<file path="src/verilog/dsp_pkg.sv">
package dsp_pkg;

   // ************************************
   // Widths and reset values
   // ************************************
   localparam int WORD_W = 16;
   localparam int ACC_W = 40;
   localparam int PROD_W = 32;
   localparam int STACK_DEPTH = 4;
   localparam int SP_W = $clog2(STACK_DEPTH);
   localparam logic [15:0] PC_RESET = 16'h0000;
   localparam logic [39:0] ACC_RESET = 40'h00_0000_0000;
   localparam logic [15:0] LOOP_RESET = 16'h0000;

   // ************************************
   // Instruction fields
   // ************************************
   typedef enum logic [4:0] {
      op_nop, op_add, op_add_signed_short_imm, op_and, op_and_imm,
      op_and_unsigned_short_imm, op_compare_acc, op_invert_acc,
      op_decrement, op_decrement_mem, op_branch, op_call, op_return,
      op_loop_branch_nonzero, op_load_loop, op_count_leading_bits,
      op_zero, op_zero_reg, op_halt, op_add_product_pair,
      op_sub_product_pair, op_compare_product_pair, op_mac, op_shift
   } op_t;

   typedef enum logic [1:0] {
      src_reg, src_dmem, src_program_memory, src_long_immediate
   } src_t;

   typedef enum logic [2:0] {
      cond_always, cond_zero, cond_nonzero, cond_neg, cond_nonneg,
      cond_carry, cond_nocarry
   } cond_t;

   typedef enum logic [1:0] {
      st_run = 2'b01,
      st_halt = 2'b10
   } run_t;

   typedef struct packed {
      logic carry;
      logic neg;
      logic zero;
   } flags_t;

   typedef struct packed {
      op_t op;
      src_t src;
      cond_t cond;
      logic carry_mod;
      logic double_word_modifier;
      logic loop_sel;
      logic [2:0] reg_idx;
      logic [7:0] short_immediate;
      logic [15:0] long_immediate;
   } instr_t;

   // Instruction with operand words returned by the memories
   typedef struct packed {
      instr_t ins;
      logic [15:0] reg_word;
      logic [15:0] dmem_word;
      logic [15:0] pmem_word;
   } fetch_t;

   typedef struct packed {
      logic valid;
      logic [15:0] pc;
      fetch_t f;
   } pipe_t;

   typedef struct packed {
      run_t run;
      logic [15:0] pc;
      logic [15:0] prev_pc;
      logic fetch_req;
      logic pend;
      logic kill;
      pipe_t dec;
      logic [39:0] acc;
      logic [31:0] product;
      flags_t flags;
      logic [STACK_DEPTH-1:0][15:0] stack;
      logic [SP_W-1:0] sp;
      logic [1:0][15:0] loop_counter_pair;
      logic [5:0] lead_count;
      logic dmem_we;
      logic [15:0] dmem_wdata;
      logic reg_we;
      logic [2:0] reg_widx;
      logic [15:0] reg_wdata;
   } state_t;

endpackage

</file>
<file path="src/verilog/dsp_core_instruction_execute.sv">
// Notes on behaviour
// - Add with data memory operand adds fetched word into accumulator.
// - Add with program memory operand adds that word to the accumulator.
// - Add of short immediate sign-extends it before adding.
// - AND with data memory word changes only the accumulator high word.
// - AND with short immediate zero-extends it, result in high word only.
// - Branch loads target only when condition true, else runs on.
// - Call on true condition pushes return address then jumps to target.
// - Debug stop halts execution until resumed.
// - Leading-bit count gives the number of redundant sign bits.
// - One clear zeroes the accumulator, another zeroes a chosen register.
// - Compare subtracts to set flags and keeps the accumulator.
// - Invert complements accumulator bits 39:16 on condition, all 40 bits with double-word modifier.
// - Loop branch jumps while the selected loop counter is nonzero.
// - Accumulator decrement subtracts one only when condition holds.
// - Memory decrement reads, subtracts one, writes back on condition.
// - Accumulator is 40 bits, fed by multiplier and barrel shifter.
// - Arithmetic takes accumulator or product pair, 40-bit wide sums with carry out.
// - Fetch, decode and execute form a three-stage pipeline.
module dsp_core_instruction_execute (
   // Clock and reset
   input wire logic clk,
   input wire logic srst,
   // Program fetch
   output logic [15:0] fetch_addr,
   output logic fetch_req,
   input wire logic fetch_valid,
   input wire dsp_pkg::fetch_t fetch_in,
   // Debug
   input wire logic resume,
   output logic halted,
   // Core state
   output logic [39:0] acc_out,
   output logic [31:0] product_out,
   output dsp_pkg::flags_t flags_out,
   output logic [5:0] lead_count,
   // Write back
   output logic dmem_we,
   output logic [15:0] dmem_wdata,
   output logic reg_we,
   output logic [2:0] reg_widx,
   output logic [15:0] reg_wdata
);

   // ************************************
   // State and helpers
   // ************************************
   dsp_pkg::state_t st_reg, st_next;
   dsp_pkg::pipe_t ex;
   logic ex_go, c_ok, fire, taken;
   logic [15:0] opnd;
   logic [39:0] opnd_al, prod_al, dm_al, pm_al, si_al, res;
   logic [40:0] cin, sum, diff, psum, pdiff;
   logic signed [7:0] sa;

   function automatic logic cond_ok(input dsp_pkg::cond_t c,
                                    input dsp_pkg::flags_t f);
      logic r;
      unique case (c)
         dsp_pkg::cond_always: r = 1'b1;
         dsp_pkg::cond_zero: r = f.zero;
         dsp_pkg::cond_nonzero: r = !f.zero;
         dsp_pkg::cond_neg: r = f.neg;
         dsp_pkg::cond_nonneg: r = !f.neg;
         dsp_pkg::cond_carry: r = f.carry;
         dsp_pkg::cond_nocarry: r = !f.carry;
         default: r = 1'b0;
      endcase
      return r;
   endfunction

   function automatic logic [5:0] lead_bits(input logic [39:0] a);
      logic [5:0] n;
      logic run;
      n = 6'h00;
      run = 1'b1;
      for (int i = 38; i >= 0; i--) begin
         if (run && a[i] == a[39]) begin
            n = n + 6'h01;
         end else begin
            run = 1'b0;
         end
      end
      return n;
   endfunction

   // ************************************
   // Operand selection and adders
   // ************************************
   always_comb begin
      ex = st_reg.dec;
      c_ok = cond_ok(ex.f.ins.cond, st_reg.flags);
      ex_go = ex.valid && st_reg.run == dsp_pkg::st_run;
      fire = ex_go && c_ok;
      sa = $signed(ex.f.ins.short_immediate);
      unique case (ex.f.ins.src)
         dsp_pkg::src_reg: opnd = ex.f.reg_word;
         dsp_pkg::src_dmem: opnd = ex.f.dmem_word;
         dsp_pkg::src_program_memory: opnd = ex.f.pmem_word;
         default: opnd = ex.f.ins.long_immediate;
      endcase
      if (ex.f.ins.op == dsp_pkg::op_add_signed_short_imm) begin
         opnd = {{8{sa[7]}}, ex.f.ins.short_immediate};
      end else if (ex.f.ins.op == dsp_pkg::op_and_unsigned_short_imm) begin
         opnd = {8'h00, ex.f.ins.short_immediate};
      end else if (ex.f.ins.op == dsp_pkg::op_and_imm) begin
         opnd = ex.f.ins.long_immediate;
      end
      dm_al = {{8{ex.f.dmem_word[15]}}, ex.f.dmem_word, 16'h0000};
      pm_al = {{8{ex.f.pmem_word[15]}}, ex.f.pmem_word, 16'h0000};
      si_al = {{16{sa[7]}}, ex.f.ins.short_immediate, 16'h0000};
      opnd_al = {{8{opnd[15]}}, opnd, 16'h0000};
      prod_al = {{8{st_reg.product[31]}}, st_reg.product};
      cin = {24'h00_0000, ex.f.ins.carry_mod & st_reg.flags.carry,
             16'h0000};
      sum = {1'b0, st_reg.acc} + {1'b0, opnd_al} + cin;
      diff = {1'b0, st_reg.acc} - {1'b0, opnd_al} - cin;
      psum = {1'b0, st_reg.acc} + {1'b0, prod_al};
      pdiff = {1'b0, st_reg.acc} - {1'b0, prod_al};
   end

   // ************************************
   // Pipeline and execute
   // ************************************
   always_comb begin
      st_next = st_reg;
      taken = 1'b0;
      res = st_reg.acc;
      st_next.dmem_we = 1'b0;
      st_next.reg_we = 1'b0;
      st_next.kill = 1'b0;
      st_next.pend = st_reg.fetch_req;
      // Fetch and decode stages
      if (st_reg.fetch_req) begin
         st_next.pc = st_reg.pc + 16'h0001;
         st_next.prev_pc = st_reg.pc;
      end
      st_next.dec.valid = fetch_valid && st_reg.pend && !st_reg.kill;
      st_next.dec.pc = st_reg.prev_pc;
      st_next.dec.f = fetch_in;
      if (st_reg.run == dsp_pkg::st_halt && resume) begin
         st_next.run = dsp_pkg::st_run;
      end
      // Execute stage
      if (fire) begin
         unique case (ex.f.ins.op)
            dsp_pkg::op_add, dsp_pkg::op_add_signed_short_imm: begin
               st_next.acc = sum[39:0];
               st_next.flags = '{sum[40], sum[39], sum[39:0] == 40'h0};
            end
            dsp_pkg::op_and, dsp_pkg::op_and_imm,
            dsp_pkg::op_and_unsigned_short_imm: begin
               st_next.acc[31:16] = st_reg.acc[31:16] & opnd;
               st_next.flags.neg = st_reg.acc[31] & opnd[15];
               st_next.flags.zero = (st_reg.acc[31:16] & opnd) == 16'h0000;
            end
            dsp_pkg::op_compare_acc: begin
               st_next.flags = '{diff[40], diff[39], diff[39:0] == 40'h0};
            end
            dsp_pkg::op_invert_acc: begin
               st_next.acc = ex.f.ins.double_word_modifier ? ~st_reg.acc :
                  {~st_reg.acc[39:16], st_reg.acc[15:0]};
            end
            dsp_pkg::op_decrement: begin
               res = ex.f.ins.double_word_modifier ?
                  st_reg.acc - 40'h00_0000_0001 :
                  st_reg.acc - 40'h00_0001_0000;
               st_next.acc = res;
               st_next.flags.neg = res[39];
               st_next.flags.zero = res == 40'h0;
            end
            dsp_pkg::op_decrement_mem: begin
               st_next.dmem_we = 1'b1;
               st_next.dmem_wdata = ex.f.dmem_word - 16'h0001;
               st_next.flags.zero = ex.f.dmem_word == 16'h0001;
               st_next.flags.neg = st_next.dmem_wdata[15];
            end
            dsp_pkg::op_branch: taken = 1'b1;
            dsp_pkg::op_call: begin
               st_next.stack[st_reg.sp] = ex.pc + 16'h0001;
               st_next.sp = st_reg.sp + 1'b1;
               taken = 1'b1;
            end
            dsp_pkg::op_return: begin
               st_next.sp = st_reg.sp - 1'b1;
            end
            dsp_pkg::op_loop_branch_nonzero: begin
               if (st_reg.loop_counter_pair[ex.f.ins.loop_sel] != 16'h0000)
               begin
                  st_next.loop_counter_pair[ex.f.ins.loop_sel] =
                     st_reg.loop_counter_pair[ex.f.ins.loop_sel] - 16'h0001;
                  taken = 1'b1;
               end
            end
            dsp_pkg::op_load_loop: begin
               st_next.loop_counter_pair[ex.f.ins.loop_sel] =
                  ex.f.ins.long_immediate;
            end
            dsp_pkg::op_count_leading_bits: begin
               st_next.lead_count = lead_bits(st_reg.acc);
            end
            dsp_pkg::op_zero: st_next.acc = dsp_pkg::ACC_RESET;
            dsp_pkg::op_zero_reg: begin
               st_next.reg_we = 1'b1;
               st_next.reg_widx = ex.f.ins.reg_idx;
               st_next.reg_wdata = 16'h0000;
            end
            dsp_pkg::op_halt: begin
               st_next.run = dsp_pkg::st_halt;
               st_next.pc = ex.pc + 16'h0001;
               st_next.dec.valid = 1'b0;
               st_next.kill = 1'b1;
            end
            dsp_pkg::op_add_product_pair: begin
               st_next.acc = psum[39:0];
               st_next.flags = '{psum[40], psum[39], psum[39:0] == 40'h0};
            end
            dsp_pkg::op_sub_product_pair: begin
               st_next.acc = pdiff[39:0];
               st_next.flags = '{pdiff[40], pdiff[39], pdiff[39:0] == 40'h0};
            end
            dsp_pkg::op_compare_product_pair: begin
               st_next.flags = '{pdiff[40], pdiff[39], pdiff[39:0] == 40'h0};
            end
            dsp_pkg::op_mac: begin
               st_next.product = 32'($signed(ex.f.reg_word) *
                                     $signed(ex.f.dmem_word));
            end
            dsp_pkg::op_shift: begin
               st_next.acc = sa[7] ? 40'($signed(st_reg.acc) >>> 8'(-sa)) :
                  st_reg.acc << sa;
            end
            default: ;
         endcase
      end
      if (fire && ex.f.ins.op == dsp_pkg::op_return) begin
         st_next.pc = st_reg.stack[st_reg.sp - 1'b1];
         st_next.dec.valid = 1'b0;
         st_next.kill = 1'b1;
      end
      if (taken) begin
         st_next.pc = ex.f.ins.long_immediate;
         st_next.dec.valid = 1'b0;
         st_next.kill = 1'b1;
      end
      st_next.fetch_req = st_next.run == dsp_pkg::st_run;
   end

   always_ff @(posedge clk) begin
      if (srst) begin
         st_reg <= '0;
         st_reg.run <= dsp_pkg::st_run;
         st_reg.pc <= dsp_pkg::PC_RESET;
         st_reg.acc <= dsp_pkg::ACC_RESET;
         st_reg.loop_counter_pair <= {2{dsp_pkg::LOOP_RESET}};
      end else begin
         st_reg <= st_next;
      end
   end

   assign fetch_addr = st_reg.pc;
   assign fetch_req = st_reg.fetch_req;
   assign halted = st_reg.run[1];
   assign acc_out = st_reg.acc;
   assign product_out = st_reg.product;
   assign flags_out = st_reg.flags;
   assign lead_count = st_reg.lead_count;
   assign dmem_we = st_reg.dmem_we;
   assign dmem_wdata = st_reg.dmem_wdata;
   assign reg_we = st_reg.reg_we;
   assign reg_widx = st_reg.reg_widx;
   assign reg_wdata = st_reg.reg_wdata;
endmodule

</file>
<file path="config.mk">
export PLATFORM = sky130hd
export DESIGN_NAME = dsp_core_instruction_execute
export DESIGN_NICKNAME = d
export VERILOG_FILES = /design/src/verilog/dsp_pkg.sv /design/src/verilog/dsp_core_instruction_execute.sv
export SDC_FILE = /design/constraint.sdc
export NUM_CORES = 2
export LEC_CHECK = 0
export ABC_AREA = 1
export BUFFER_PORTS_ARGS = -buffer_cell sky130_fd_sc_hd__buf_2
export CAP_MARGIN = 20
export CORE_UTILIZATION = 35
export CTS_CLUSTER_SIZE = 12
export DETAILED_ROUTE_END_ITERATION = 10
export GPL_TIMING_DRIVEN = 0
export SYNTH_ARGS = -nofsm -noshare
export SYNTH_HDL_FRONTEND = slang
export SYNTH_SLANG_ARGS = --single-unit
export TNS_END_PERCENT = 100
</file>
<file path="constraint.sdc">
create_clock -name clk -period 36.1 [get_ports clk]
set_input_delay 5.415 -clock clk [delete_from_list [all_inputs] [get_ports clk]]
set_output_delay 5.415 -clock clk [all_outputs]
set_load 0.02 [all_outputs]
</file>
==> summary.txt <==
Cells and area
  • Commonest non-fill, non-tap cell in the layout: nand2_1
  • Post-Layout Cell Count: 8403
  • Final nets: 7422
  • Number of flip-flops in the largest register: 101
  • Share of cells above drive strength 1: 8.25%
  • Commonest cells after routing, fill and taps aside: nand2_1, inv_1, o21ai_0
  • P&R area growth vs syn: 11.3%

Placed design
  • Dpl cells: 8323
  • GP Congestion: 1.10
  • PortBufs: 210
  • DP Wirelength: 146 mm

Timing
  • Least-Margin Pin Slew: 1.27 ns
  • Max-slew headroom: 15.1%
  • Final Hold Fails: 0
  • Layout Skew: 0.0479 ns
  • Final min period: 15.79 ns
  • RSZ-0062 raised after global routing: no
  • Max Slew Vio Count: 0
  • Setup TNS: 0 ns
  • Worst hold slack: 0.399 ns
  • Max Freq: 63.3 MHz
  • # setup viols final: 0
  • Fin crit share: 43.7%

Clock network
  • Clk root buf: clkbuf_16
  • # H-tree levels: 2
  • Clock Latency Late Sink: 0.64 ns
  • Post-CTS Hold Fix Bufs: 0
  • CTS tree: built
  • CTS Buffer Depth: 3
  • Setup Fix Bufs, Post-CTS: 0
  • CTS-repair resized insts: 0
  • Reg clk slew, reported paths: 0.06 ns
  • Num CTS Buffers: 44
  • Clk sink count: 342

Yosys
  • Post-Syn Area: 42600 µm²
  • Simple-Gate Fraction of Synth Area: 22.8%
  • Top post-synthesis cells by area: dfxtp_1, fa_1, nand2_1
  • Share of the yosys chip area belonging to registers: 16.1%
  • Mux contribution to synthesized area: 1.29%
  • Ys Warns: 0
  • Synth Area in Compound Gates: 17.5%
  • Leading area contributor after synthesis: dfxtp_1
  • Xor/xnor cell area share of the yosys netlist: 5.09%
  • Netlist cell types: 69
  • Asr flop ratio synth: 0%
  • Largest family of logic cells by synthesized area: simple AND/OR/NAND/NOR gates
  • Mapped Cells: 6482
  • Fraction of the mapped netlist area in adder cells: 21.5%
  • Seq cells post-synth: 342
  • Ys flop type: dfxtp_1
  • Post-synth EDFFs: 0
  • Synthesized area per cell: 6.57 µm²
  • Top cell type's share of synthesized area: 16.1%

Floorplan
  • I/O pin cnt: 228
  • Initial Util: 35.4%
  • Die W: 351 µm
  • Rows: 127
  • Die H: 351 µm
  • Core area: 120000 µm²
  • Die Area: 123000 µm²

Run status
  • Status: complete, no violations

Detailed routing
  • DR WL/cell: 20.9 µm
  • DR DRC count: 0
  • ANT nets after route: 0
  • Routed wire length: 175 mm
  • DR vias: 44100
  • Initial DRT Pass Iterations: 6
  • Vias per inst: 5.24
  • Initial DRC count: 4132

Power and ir drop
  • Leak: 24.8 nW
  • Peak VDD IR: 0.000139 V
  • Gate power share: 69.8%
  • Switch share: 52.1%
  • NetSw: 1.54 mW
  • Clock power share: 16.8%
  • Internal Pwr Total: 1.41 mW
  • Flop pwr share: 13.4%
  • Power per cell area: 62.2 nW/µm²

GRT
  • GR Overflow Total: 0
  • First-pass GRT wire length: 258 mm
  • Initial antenna violation count: 9
  • Largest net degree at the start of global routing: 19
  • Vias in the first global route: 41700
  • GRT Total Usage: 27.8%

Setup path
  • CP Launch Type: flip-flop
  • WP data arrival: 16.34 ns
  • Crit-path slowest cell: dfxtp_1
  • Cell mode on critical path: nand2_1
  • Largest stage delay on the critical path: 0.58 ns
  • WP data required: 36.65 ns
  • Crit end category: flip-flop
  • WS Path Type: reg2reg
  • Crit-path max FO: 10

Flow run
  • Maxcap violations: 0

Worst hold path
  • Worst Hold Class: reg2reg
==> power by group through the flow <==
stage	Clock (mW)	Sequential (mW)	Combinational [mW]
5_1_grt	0.514	0.394	2.39
3_5_place_dp	0	0.402	2.06
2_1_floorplan	0	0.397	1.67
3_3_place_gp	0	0.402	2.04
4_1_cts	0.500	0.394	2.07
6_report	0.495	0.394	2.06
==> layout make-up <==
class | count | area (µm²)
fillers | 13100 | 72900
multi-input cells | 4516 | 29100
flip-flops and latches | 342 | 6850
inverters | 1204 | 4520
plain buffers | 435 | 2170
well taps | 1612 | 2020
clock buffers | 53 | 1220
repair buffers | 216 | 1140
clock inverters | 22 | 344
diodes | 3 | 7.51
==> logic make-up after synthesis <==
group / count (synthesis)
adder cells (fa/ha/maj): 571
AND/OR/NAND/NOR: 2299
multiplexers: 55
flip-flops: 342
AO/OA/AOI/OAI: 1328
other: 1
XOR/XNOR: 247
buffers and inverters: 1639
==> worst max-delay path, delay by kind of cell, from the launching register on <==
kind                       cells  cell delay [ns]
AOI/OAI and AO/OA             15             2.81
xor gates and xnor gates       5             0.80
adders and majority gates     20             5.56
buffers and inverters         15             1.25
DFF                            1             0.58
and+or+nand+nor               47             4.73
==> Yosys cell counts, types with 6 or more instances <==
master	count
a211oi_1	11
a21oi_1	445
a221oi_1	44
a22o_1	7
a31oi_1	32
a41oi_1	7
buf_1	29
buf_2	6
buf_4	134
clkbuf_1	262
clkinv_1	14
dfxtp_1	342
fa_1	267
ha_1	304
inv_1	1166
inv_2	22
mux2i_1	55
nand2_1	1235
nand2_2	25
nand3_1	252
nand3_2	26
nand4_1	64
nor2_1	542
nor2_2	7
nor3_1	57
nor4_1	36
o2111ai_1	13
o211ai_1	44
o21a_1	21
o21ai_0	571
o21ai_1	9
o21bai_1	19
o221ai_1	16
o22ai_1	32
o31ai_1	21
or2_2	26
xnor2_1	45
xor2_1	201
==> stage by stage <==
step	area (µm²)	total power, mW	worst slack, ns	util [%]
finish	47400	2.95	20.31	39.4
global route	47400	3.30	18.76	39.4
CTS	47400	2.97	20.40	39.4
detailed placement	45800	2.46	20.48	38.1
global placement	45700	2.44	20.66	38.0
floorplan	42700	2.06	22.16	-
==> per-layer routing <==
metal | global-route usage (%) | up-vias | part of all wire [%]
met4 | 13.5 | 14 | 5.4
met5 | 0 | - | 0.049
met1 | 35.7 | 20700 | 42
li1 | - | 21100 | -
met2 | 44.9 | 1892 | 45
met3 | 4.64 | 404 | 7.8
==> path summary, 6_finish.rpt <==
kind / start / end / slack, ns / cells after the start
max: acc_out[39] / lead_count[4] / 20.31 / 102
min: st_next[318] / ex[102] / 0.40 / 2
max reg2reg: acc_out[39] / lead_count[4] / 20.31 / 102
min reg2reg: st_next[318] / ex[102] / 0.40 / 2
No activity file was read; power rests on OpenSTA's default activity.
